<file path="config.mk">
export PLATFORM = sky130hd
export DESIGN_NAME = cir_config_bank
export DESIGN_NICKNAME = d
export VERILOG_FILES = /design/src/design/cir_pkg.sv /design/src/design/cir_config_bank.sv
export SDC_FILE = /design/constraint.sdc
export NUM_CORES = 1
export LEC_CHECK = 0
export BUFFER_PORTS_ARGS = -buffer_cell sky130_fd_sc_hd__buf_2
export CAP_MARGIN = 20
export CORE_ASPECT_RATIO = 0.5
export CORE_MARGIN = 2
export CORE_UTILIZATION = 25
export DETAILED_ROUTE_END_ITERATION = 8
export PLACE_DENSITY = 0.47
export SKIP_LAST_GASP = 1
export SLEW_MARGIN = 20
export SYNTH_ARGS = -nofsm -noshare
export SYNTH_HDL_FRONTEND = slang
export SYNTH_SLANG_ARGS = --single-unit
export TNS_END_PERCENT = 20
</file>
<file path="constraint.sdc">
create_clock -name CORE_CLK -period 4.55 [get_ports CORE_CLK]
set_input_delay 0 -clock CORE_CLK [delete_from_list [all_inputs] [get_ports CORE_CLK]]
set_output_delay 0 -clock CORE_CLK [all_outputs]
set_load 0.03 [all_outputs]
</file>
<file path="src/design/cir_pkg.sv">
package cir_pkg;

    // word indexes; byte address on the bus is four times the index
    localparam logic [23:0] IDX_UID1   = 24'h801600;
    localparam logic [23:0] IDX_UID2   = 24'h801602;
    localparam logic [23:0] IDX_UID3   = 24'h801604;
    localparam logic [23:0] IDX_UID4   = 24'h801606;
    localparam logic [23:0] IDX_UID5   = 24'h801608;
    localparam logic [23:0] IDX_PART_IDENTITY_WORD  = 24'hff0000;
    localparam logic [23:0] IDX_SILICON_REVISION_WORD = 24'hff0002;
    localparam logic [23:0] IDX_CNTL   = 24'hf80000;
    localparam logic [23:0] IDX_CNTH   = 24'hf80002;
    localparam logic [23:0] IDX_DMT    = 24'hf80004;
    localparam logic [23:0] IDX_OPT    = 24'hf80006;
    localparam logic [23:0] IDX_CTRL   = 24'hf80008;

    // field positions
    localparam int DIS_BIT   = 0;
    localparam int SMB_BIT   = 10;
    localparam int I2C_BIT   = 4;
    localparam int SECONDARY_OSCILLATOR_BIT  = 3;
    localparam int TMPR_BIT  = 2;
    localparam int CMP_BIT   = 1;
    localparam int ERASE_BIT = 0;

    // program-once flag positions
    localparam int F_CNTL = 0;
    localparam int F_CNTH = 1;
    localparam int F_DIS  = 2;
    localparam int F_SMB  = 3;
    localparam int F_I2C  = 4;
    localparam int F_SECONDARY_OSCILLATOR = 5;
    localparam int F_TMPR = 6;
    localparam int F_CMP  = 7;

    // reset values; erased cells read as ones
    localparam logic [15:0] ERASED_HALF = 16'hffff;
    localparam logic        ERASED_BIT  = 1'b1;
    localparam logic [7:0]  FLAGS_CLEAR = 8'h00;

    // identity values, arbitrary and neutral
    localparam logic [7:0]   FAMILY_CODE_DEF = 8'h5a;
    localparam logic [7:0]   PART_CODE_DEF   = 8'h3c;
    localparam logic [3:0]   REVISION_DEF    = 4'h1;
    localparam logic [119:0] UID_DEF         =
        120'h23456789abcdef0011223344556677;

    localparam logic [1:0] RESP_OKAY   = 2'b00;
    localparam logic [1:0] RESP_SLVERR = 2'b10;
    localparam logic [1:0] RESP_DECERR = 2'b11;

    // timing, core clock 50 ns
    localparam int CLK_PERIOD_NS = 50;
    localparam int REGULATOR_STARTUP_INTERVAL_NS      = 10000;
    localparam int REG_ON_NS     = 500;
    localparam int GUARD_NS      = 250;
    localparam logic [7:0] REGULATOR_STARTUP_INTERVAL_CYC =
        8'((REGULATOR_STARTUP_INTERVAL_NS + CLK_PERIOD_NS - 1) / CLK_PERIOD_NS);
    localparam logic [7:0] REG_ON_CYC =
        8'((REG_ON_NS + CLK_PERIOD_NS - 1) / CLK_PERIOD_NS);
    localparam logic [7:0] GUARD_CYC =
        8'((GUARD_NS + CLK_PERIOD_NS - 1) / CLK_PERIOD_NS);

    typedef enum logic [3:0] {
        ST_LOAD  = 4'b0001,
        ST_START = 4'b0010,
        ST_RUN   = 4'b0100,
        ST_SLEEP = 4'b1000
    } cir_state_t;

    typedef struct packed {
        logic [31:0] deadman_timeout_count;
        logic        deadman_disable;
        logic        smbus_level_select;
        logic        smbus_protocol_enable;
        logic        i2c_one_pin_select;
        logic        secondary_osc_high_power;
        logic        tamper_pin_disable;
        logic        comparator_input_relocate;
    } cir_ctrl_t;

    typedef struct packed {
        logic [15:0] cntl;
        logic [15:0] cnth;
        logic        dis;
        logic        smb;
        logic        i2c;
        logic        secondary_oscillator;
        logic        tmpr;
        logic        cmp;
        logic [7:0]  done;
    } cir_nvm_t;

    typedef struct packed {
        cir_state_t  state;
        logic [7:0]  cnt;
        logic        standby;
        cir_nvm_t    nvm;
        cir_nvm_t    lat;
        cir_ctrl_t   ctrl;
        logic        aw_held;
        logic [23:0] aw_idx;
        logic        aw_ok;
        logic        w_held;
        logic [23:0] wdata;
        logic [2:0]  wstrb;
        logic        bvalid;
        logic [1:0]  bresp;
        logic        rvalid;
        logic [31:0] rdata;
        logic [1:0]  rresp;
    } cir_st_t;

endpackage : cir_pkg
</file>
<file path="src/design/cir_config_bank.sv">
// The AXI4-Lite interface to the registers was left to the implementer.
`timescale 1ns/10ps

module cir_config_bank
    import cir_pkg::*;
#(
    parameter logic [7:0]   FAMILY_CODE = FAMILY_CODE_DEF,
    parameter logic [7:0]   PART_CODE   = PART_CODE_DEF,
    parameter logic [3:0]   REVISION    = REVISION_DEF,
    parameter logic [119:0] UNIQUE_ID   = UID_DEF
) (
    input  wire logic        CORE_CLK,
    input  wire logic        RESET_N,

    input  wire logic        DEVICE_RESET,
    input  wire logic        SLEEP_ENTER,
    input  wire logic        WAKE_EVENT,
    input  wire logic        REG_STANDBY_CTRL,
    input  wire logic [1:0]  WATCHDOG_WINDOW_WIDTH,
    input  wire logic        SECONDARY_OSC_SELECT,
    input  wire logic        SMBUS_PROTOCOL_ENABLE,

    output cir_ctrl_t        CONTROLS,
    output logic             EXEC_ENABLE,
    output logic             REGULATOR_STANDBY,

    input  wire logic        AWVALID,
    output logic             AWREADY,
    input  wire logic [31:0] AWADDR,
    input  wire logic [2:0]  AWPROT,

    input  wire logic        WVALID,
    output logic             WREADY,
    input  wire logic [31:0] WDATA,
    input  wire logic [3:0]  WSTRB,

    output logic             BVALID,
    input  wire logic        BREADY,
    output logic [1:0]       BRESP,

    input  wire logic        ARVALID,
    output logic             ARREADY,
    input  wire logic [31:0] ARADDR,
    input  wire logic [2:0]  ARPROT,

    output logic             RVALID,
    input  wire logic        RREADY,
    output logic [31:0]      RDATA,
    output logic [1:0]       RRESP
);

    cir_st_t s_reg;
    cir_st_t s_next;

    logic [7:0]  start_len;
    logic [31:0] rd_word;
    logic [1:0]  rd_resp;

    logic [23:0] ar_idx;
    logic        ar_ok;
    logic        wr_go;
    logic        any_taken;
    logic [1:0]  wr_resp;

    assign ar_idx = ARADDR[25:2];
    assign ar_ok  = (ARADDR[31:26] == 6'h00);

    // the window width only lengthens the wait, so a wake with the
    // regulator kept on still pays a small guard per window step
    always_comb begin
        start_len = s_reg.standby ? REGULATOR_STARTUP_INTERVAL_CYC : REG_ON_CYC;
        start_len = 8'(start_len
                    + 8'(WATCHDOG_WINDOW_WIDTH) * GUARD_CYC);
    end

    // read decode; configuration holes read as ones
    always_comb begin
        rd_word = 32'h0000_0000;
        rd_resp = RESP_OKAY;
        if (!ar_ok) begin
            rd_resp = RESP_DECERR;
        end else begin
            case (ar_idx)
                IDX_UID1:   rd_word = {8'h00, UNIQUE_ID[23:0]};
                IDX_UID2:   rd_word = {8'h00, UNIQUE_ID[47:24]};
                IDX_UID3:   rd_word = {8'h00, UNIQUE_ID[71:48]};
                IDX_UID4:   rd_word = {8'h00, UNIQUE_ID[95:72]};
                IDX_UID5:   rd_word = {8'h00, UNIQUE_ID[119:96]};

                IDX_PART_IDENTITY_WORD:  rd_word = {16'h0000, FAMILY_CODE,
                                       PART_CODE};
                IDX_SILICON_REVISION_WORD: rd_word = {28'h0000000, REVISION};

                IDX_CNTL:   rd_word = {16'h00ff, s_reg.nvm.cntl};
                IDX_CNTH:   rd_word = {16'h00ff, s_reg.nvm.cnth};
                IDX_DMT:    rd_word = {8'h00, 23'h7fffff,
                                       s_reg.nvm.dis};
                IDX_OPT:    rd_word = {8'h00, 13'h1fff,
                                       s_reg.nvm.smb,
                                       5'h1f,
                                       s_reg.nvm.i2c,
                                       s_reg.nvm.secondary_oscillator,
                                       s_reg.nvm.tmpr,
                                       s_reg.nvm.cmp,
                                       1'b1};
                IDX_CTRL:   rd_word = {19'h00000, EXEC_ENABLE,
                                       s_reg.state, s_reg.nvm.done};
                default:    rd_resp = RESP_DECERR;
            endcase
        end
    end

    always_comb begin
        s_next    = s_reg;
        wr_go     = s_reg.aw_held && s_reg.w_held;
        any_taken = 1'b0;
        wr_resp   = RESP_OKAY;

        // write address and data are taken in either order
        if (AWVALID && AWREADY) begin
            s_next.aw_held = 1'b1;
            s_next.aw_idx  = AWADDR[25:2];
            s_next.aw_ok   = (AWADDR[31:26] == 6'h00);
        end
        if (WVALID && WREADY) begin
            s_next.w_held = 1'b1;
            s_next.wdata  = WDATA[23:0];
            s_next.wstrb  = WSTRB[2:0];
        end

        // a field takes a value only while its flag is clear and the
        // lanes covering it are strobed; a word other than IDX_CTRL where
        // nothing took answers with a slave error, and IDX_CTRL always answers okay
        if (wr_go) begin
            s_next.aw_held = 1'b0;
            s_next.w_held  = 1'b0;
            s_next.bvalid  = 1'b1;

            if (!s_reg.aw_ok) begin
                wr_resp = RESP_DECERR;
            end else begin
                case (s_reg.aw_idx)
                    IDX_CNTL: begin
                        if (!s_reg.nvm.done[F_CNTL]
                            && s_reg.wstrb[1:0] == 2'b11) begin
                            s_next.nvm.cntl         = s_reg.wdata[15:0];
                            s_next.nvm.done[F_CNTL] = 1'b1;
                            any_taken               = 1'b1;
                        end
                    end

                    IDX_CNTH: begin
                        if (!s_reg.nvm.done[F_CNTH]
                            && s_reg.wstrb[1:0] == 2'b11) begin
                            s_next.nvm.cnth         = s_reg.wdata[15:0];
                            s_next.nvm.done[F_CNTH] = 1'b1;
                            any_taken               = 1'b1;
                        end
                    end

                    IDX_DMT: begin
                        if (!s_reg.nvm.done[F_DIS] && s_reg.wstrb[0]) begin
                            s_next.nvm.dis         = s_reg.wdata[DIS_BIT];
                            s_next.nvm.done[F_DIS] = 1'b1;
                            any_taken              = 1'b1;
                        end
                    end

                    IDX_OPT: begin
                        if (!s_reg.nvm.done[F_SMB] && s_reg.wstrb[1]) begin
                            s_next.nvm.smb         = s_reg.wdata[SMB_BIT];
                            s_next.nvm.done[F_SMB] = 1'b1;
                            any_taken              = 1'b1;
                        end

                        if (s_reg.wstrb[0]) begin
                            if (!s_reg.nvm.done[F_I2C]) begin
                                s_next.nvm.i2c = s_reg.wdata[I2C_BIT];
                                s_next.nvm.done[F_I2C] = 1'b1;
                                any_taken = 1'b1;
                            end

                            if (!s_reg.nvm.done[F_SECONDARY_OSCILLATOR]) begin
                                s_next.nvm.secondary_oscillator = s_reg.wdata[SECONDARY_OSCILLATOR_BIT];
                                s_next.nvm.done[F_SECONDARY_OSCILLATOR] = 1'b1;
                                any_taken = 1'b1;
                            end

                            if (!s_reg.nvm.done[F_TMPR]) begin
                                s_next.nvm.tmpr = s_reg.wdata[TMPR_BIT];
                                s_next.nvm.done[F_TMPR] = 1'b1;
                                any_taken = 1'b1;
                            end

                            if (!s_reg.nvm.done[F_CMP]) begin
                                s_next.nvm.cmp = s_reg.wdata[CMP_BIT];
                                s_next.nvm.done[F_CMP] = 1'b1;
                                any_taken = 1'b1;
                            end
                        end
                    end

                    IDX_CTRL: begin
                        // erase touches only the configuration cells and their program-once flags
                        if (s_reg.wstrb[0] && s_reg.wdata[ERASE_BIT]) begin
                            s_next.nvm.cntl = ERASED_HALF;
                            s_next.nvm.cnth = ERASED_HALF;
                            s_next.nvm.dis  = ERASED_BIT;
                            s_next.nvm.smb  = ERASED_BIT;
                            s_next.nvm.i2c  = ERASED_BIT;
                            s_next.nvm.secondary_oscillator = ERASED_BIT;
                            s_next.nvm.tmpr = ERASED_BIT;
                            s_next.nvm.cmp  = ERASED_BIT;
                            s_next.nvm.done = FLAGS_CLEAR;
                        end
                        any_taken = 1'b1;
                    end

                    IDX_UID1, IDX_UID2, IDX_UID3, IDX_UID4, IDX_UID5,
                    IDX_PART_IDENTITY_WORD, IDX_SILICON_REVISION_WORD: begin
                        any_taken = 1'b0;
                    end

                    default: wr_resp = RESP_DECERR;
                endcase
                if (wr_resp == RESP_OKAY && !any_taken) begin
                    wr_resp = RESP_SLVERR;
                end
            end
            s_next.bresp = wr_resp;
        end else if (s_reg.bvalid && BREADY) begin
            s_next.bvalid = 1'b0;
        end

        if (ARVALID && ARREADY) begin
            s_next.rvalid = 1'b1;
            s_next.rdata  = rd_word;
            s_next.rresp  = rd_resp;
        end else if (s_reg.rvalid && RREADY) begin
            s_next.rvalid = 1'b0;
        end

        // execution gate and regulator sequencing
        case (s_reg.state)
            ST_LOAD: begin
                s_next.lat     = s_reg.nvm;
                s_next.standby = 1'b1;
                s_next.cnt     = REGULATOR_STARTUP_INTERVAL_CYC;
                s_next.state   = ST_START;
            end

            ST_START: begin
                if (s_reg.cnt <= 8'h01) begin
                    s_next.cnt   = 8'h00;
                    s_next.state = ST_RUN;
                end else begin
                    s_next.cnt = s_reg.cnt - 8'h01;
                end
            end

            ST_RUN: begin
                if (SLEEP_ENTER) begin
                    s_next.standby = !REG_STANDBY_CTRL;
                    s_next.state   = ST_SLEEP;
                end
            end

            ST_SLEEP: begin
                if (WAKE_EVENT) begin
                    s_next.cnt   = start_len;
                    s_next.state = ST_START;
                end
            end

            default: s_next.state = ST_LOAD;
        endcase
        // a core reset re-latches without losing programmed cells
        if (DEVICE_RESET) begin
            s_next.state = ST_LOAD;
        end

        // controls follow the latched copy, apart from the live smbus_protocol_enable and the
        // SECONDARY_OSC_SELECT gate on secondary_osc_high_power, so later programming
        // stays invisible until the next reset
        s_next.ctrl.deadman_timeout_count =
            {s_reg.lat.cnth, s_reg.lat.cntl};

        s_next.ctrl.deadman_disable =
            s_reg.lat.dis;
        s_next.ctrl.smbus_level_select =
            s_reg.lat.smb;
        s_next.ctrl.smbus_protocol_enable =
            SMBUS_PROTOCOL_ENABLE;

        s_next.ctrl.i2c_one_pin_select =
            s_reg.lat.i2c;
        s_next.ctrl.secondary_osc_high_power =
            s_reg.lat.secondary_oscillator && SECONDARY_OSC_SELECT;
        s_next.ctrl.tamper_pin_disable =
            s_reg.lat.tmpr;
        s_next.ctrl.comparator_input_relocate =
            s_reg.lat.cmp;
    end

    always_ff @(posedge CORE_CLK or negedge RESET_N) begin
        if (!RESET_N) begin
            s_reg.state   <= ST_LOAD;
            s_reg.cnt     <= 8'h00;
            s_reg.standby <= 1'b1;

            s_reg.nvm     <= {ERASED_HALF, ERASED_HALF,
                              {6{ERASED_BIT}},
                              FLAGS_CLEAR};
            s_reg.lat     <= {ERASED_HALF, ERASED_HALF,
                              {6{ERASED_BIT}},
                              FLAGS_CLEAR};

            s_reg.ctrl    <= '0;

            s_reg.aw_held <= 1'b0;
            s_reg.aw_idx  <= 24'h000000;
            s_reg.aw_ok   <= 1'b0;
            s_reg.w_held  <= 1'b0;
            s_reg.wdata   <= 24'h000000;
            s_reg.wstrb   <= 3'h0;

            s_reg.bvalid  <= 1'b0;
            s_reg.bresp   <= RESP_OKAY;

            s_reg.rvalid  <= 1'b0;
            s_reg.rdata   <= 32'h0000_0000;
            s_reg.rresp   <= RESP_OKAY;
        end else begin
            s_reg <= s_next;
        end
    end

    // one write and one read in flight; ready drops while held
    assign AWREADY = !s_reg.aw_held && !s_reg.bvalid;
    assign WREADY  = !s_reg.w_held && !s_reg.bvalid;
    assign ARREADY = !s_reg.rvalid;

    assign BVALID  = s_reg.bvalid;
    assign BRESP   = s_reg.bresp;
    assign RVALID  = s_reg.rvalid;
    assign RDATA   = s_reg.rdata;
    assign RRESP   = s_reg.rresp;

    assign CONTROLS          = s_reg.ctrl;
    assign EXEC_ENABLE       = (s_reg.state == ST_RUN);
    assign REGULATOR_STANDBY = (s_reg.state == ST_SLEEP)
                               && s_reg.standby;

endmodule : cir_config_bank

</file>
==> reports/qor.yml <==
coreArea_um2: 37300
drt_iter0_markers: 423
hold_ws_ps: 22.1
worst_pin_slew_ps: 1080
holdPathStages: 7
yosysTopAreaCell: "dfrtp_1"
cts.sinks: 204
ant_nets: 0
grt_usage_pct: 12.5
hold_path_class: "primary input to flip-flop"
rsz0062_at_grt: "no"
period_minus_slack_ps: 3180
vias: 6894
cp-end-kind: "flip-flop"
cts_tree: "built"
clockBufferDepth: 3
largest_register_ffs: 102
criticalPathCategory: "flip-flop to flip-flop"
synth_top_area_share_pct: 33.3
report.final.hold_viol_count: 0
leakage_uw: 0.00514
grt_pass1_vias: 6901
cts-resized-gates: 0
cp_max_fo: 16
powerDensity_nw_per_um2: 417
syn_to_final_growth_pct: 22.3
drv_slew: 0
synth_edf_count: 0
synth-seq-cells: 204
stdcell_count: 1527
grt_pass1_wl_um: 39100
htree_levels: 1
ios: 203
grt_start_max_net_pins: 104
ys_seq_area_share_pct: 54.9
die_w_um: 279
netlist_top_cells_count: "nand2_1 (131), dfrtp_1 (126), buf_4 (80)"
worst_slack_ps: 1370
cp.required_ps: 5000
fillers: 3772
die_y_um: 142
numPortBuffers: 166
yosysMostFrequentCell: "nand2_1"
dp.cells: 1427
grt_overflow: 0
numCtsBuffers: 22
placed_area_um2: 10300
fin_nets: 1143
dieArea_um2: 39500
max_cap_violations: 0
synthCells: 868
start_kind: "flip-flop"
setup_viol_count_final: 0
multiInputGateArea_um2: 3530
netlist_area_um2: 9470
antenna-diode-count: 0
viasPerCell: 4.51
drt_pass1_iterations: 5
clk_pin_slew_ps: 60
max-vdd-ir-drop_v: 0.000247
dpl.hpwl_um: 17700
rows: 50
gp_congestion: 0.862
setup_tns_ps: 0
arrival_ps: 3630
synth_warnings: 0
drive_gt1_share_pct: 35.8
ctsRootBufferMaster: "clkbuf_16"
grt_antenna_before_repair: 0
synth-main-ff-cell: "dfrtp_1"
timing.fmax_mhz: 314
outcome: "completed"
finClkSkew_ps: 17.1
fin_crit_sh_pct: 70.0
avgSynthCellArea_um2: 10.9
reg2regPathDepth: 6
seq_area_um2: 5200
synth_top_cells_by_area: "dfrtp_1 (33%), dfstp_2 (22%), mux2_2 (7.0%), buf_4 (6.3%), nand2_1 (5.2%)"
ys_async_sr_fraction_pct: 100
pre_cts_ws_ps: 1390
max_slew_margin_pct: 27.1
clk_latency_ps: 520
start_util_pct: 25.4
postLayoutCellArea_um2: 11600
wl_um: 24800
post_drt_wl_per_cell_um: 16.2
drc: 0
synth.distinct_cells: 62
==> where the power goes <==
part	switching [uW]	internal (uW)	total (uW)
Clock	743	1010	1760
Sequential	215	2030	2250
Combinational	466	360	826
==> cell families (layout without fill, tap and decap cells) <==
group	after synthesis	in the layout	share of synthesized area [%]
compound gates	159	159	12.1
xor+xnor	3	3	0.278
fa+ha+maj	5	5	0.661
buf+inv	123	281	8.23
flops	204	204	54.9
mux	70	70	8.18
other cells	1	8	0.0396
simple gates	303	303	15.6
==> area by class of cell <==
| cell class | count | area share [%] |
|---|---|---|
| clock inverter | 5 | 0.270 |
| multi-input combinational | 548 | 30.5 |
| inverter | 11 | 0.357 |
| clock buffer | 35 | 5.80 |
| sequential | 204 | 44.9 |
| tap | 494 | 5.34 |
| timing repair buffer | 230 | 12.8 |
==> per-layer routing <==
layer / global-route usage (%) / share of wire, % / up-vias
met5: 0 / 0 / -
met4: 3.45 / 2.6 / 0
met3: 2.14 / 3.7 / 41
met2: 20.8 / 48 / 125
met1: 16.8 / 46 / 3451
li1: - / - / 3277
==> worst max-delay path: stages (launching register included) <==
cell and delay (ps):
dfrtp_1 390, or4b_1 550, nor3b_1 400, and4_1 480
nand3_1 240, a21oi_2 810, o22a_1 240
==> path summary, 6_finish.rpt <==
| check | from | endpoint | slack, ps |
|---|---|---|---|
| worst max-delay path | s_reg[76] | s_reg[213] | 1370 |
| worst min-delay path | ARADDR[11] | RDATA[22] | 20 |
| worst max register to register | s_reg[76] | s_reg[213] | 1370 |
| worst min register to register | s_next[128] | CONTROLS[36] | 390 |
| max in group asynchronous | RESET_N | s_reg[235] | 3440 |
| min in group asynchronous | RESET_N | CONTROLS[32] | 80 |
==> layout by cell type (no fill, tap or decap), types with 24 or more instances in the layout <==
master / Yosys / final
nor2_1: 53 / 53
o21ai_0: 33 / 33
dfrtp_1: 126 / 126
dlygate4sd3_1: 0 / 60
dfstp_2: 78 / 78
buf_2: 4 / 165
o22a_1: 26 / 26
mux2_2: 59 / 59
clkbuf_16: 0 / 24
nand2_1: 131 / 131
==> per-stage QoR <==
| stage | power (uW) | utilization, % |
|---|---|---|
| 6_report | 4830 | 31.0 |
| 3_5_place_dp | 3080 | 27.5 |
| 3_3_place_gp | 3050 | 27.5 |
| 2_1_floorplan | 2800 | - |
| 5_1_grt | 5120 | 31.0 |
| 4_1_cts | 4900 | 31.0 |
==> what timing repair did <==
action	CTS	global route
hold buffers	60	0
endpoints found under the hold margin	119	0
buffers inserted	0	0
Note: power is estimated with default switching activity, not from simulation.
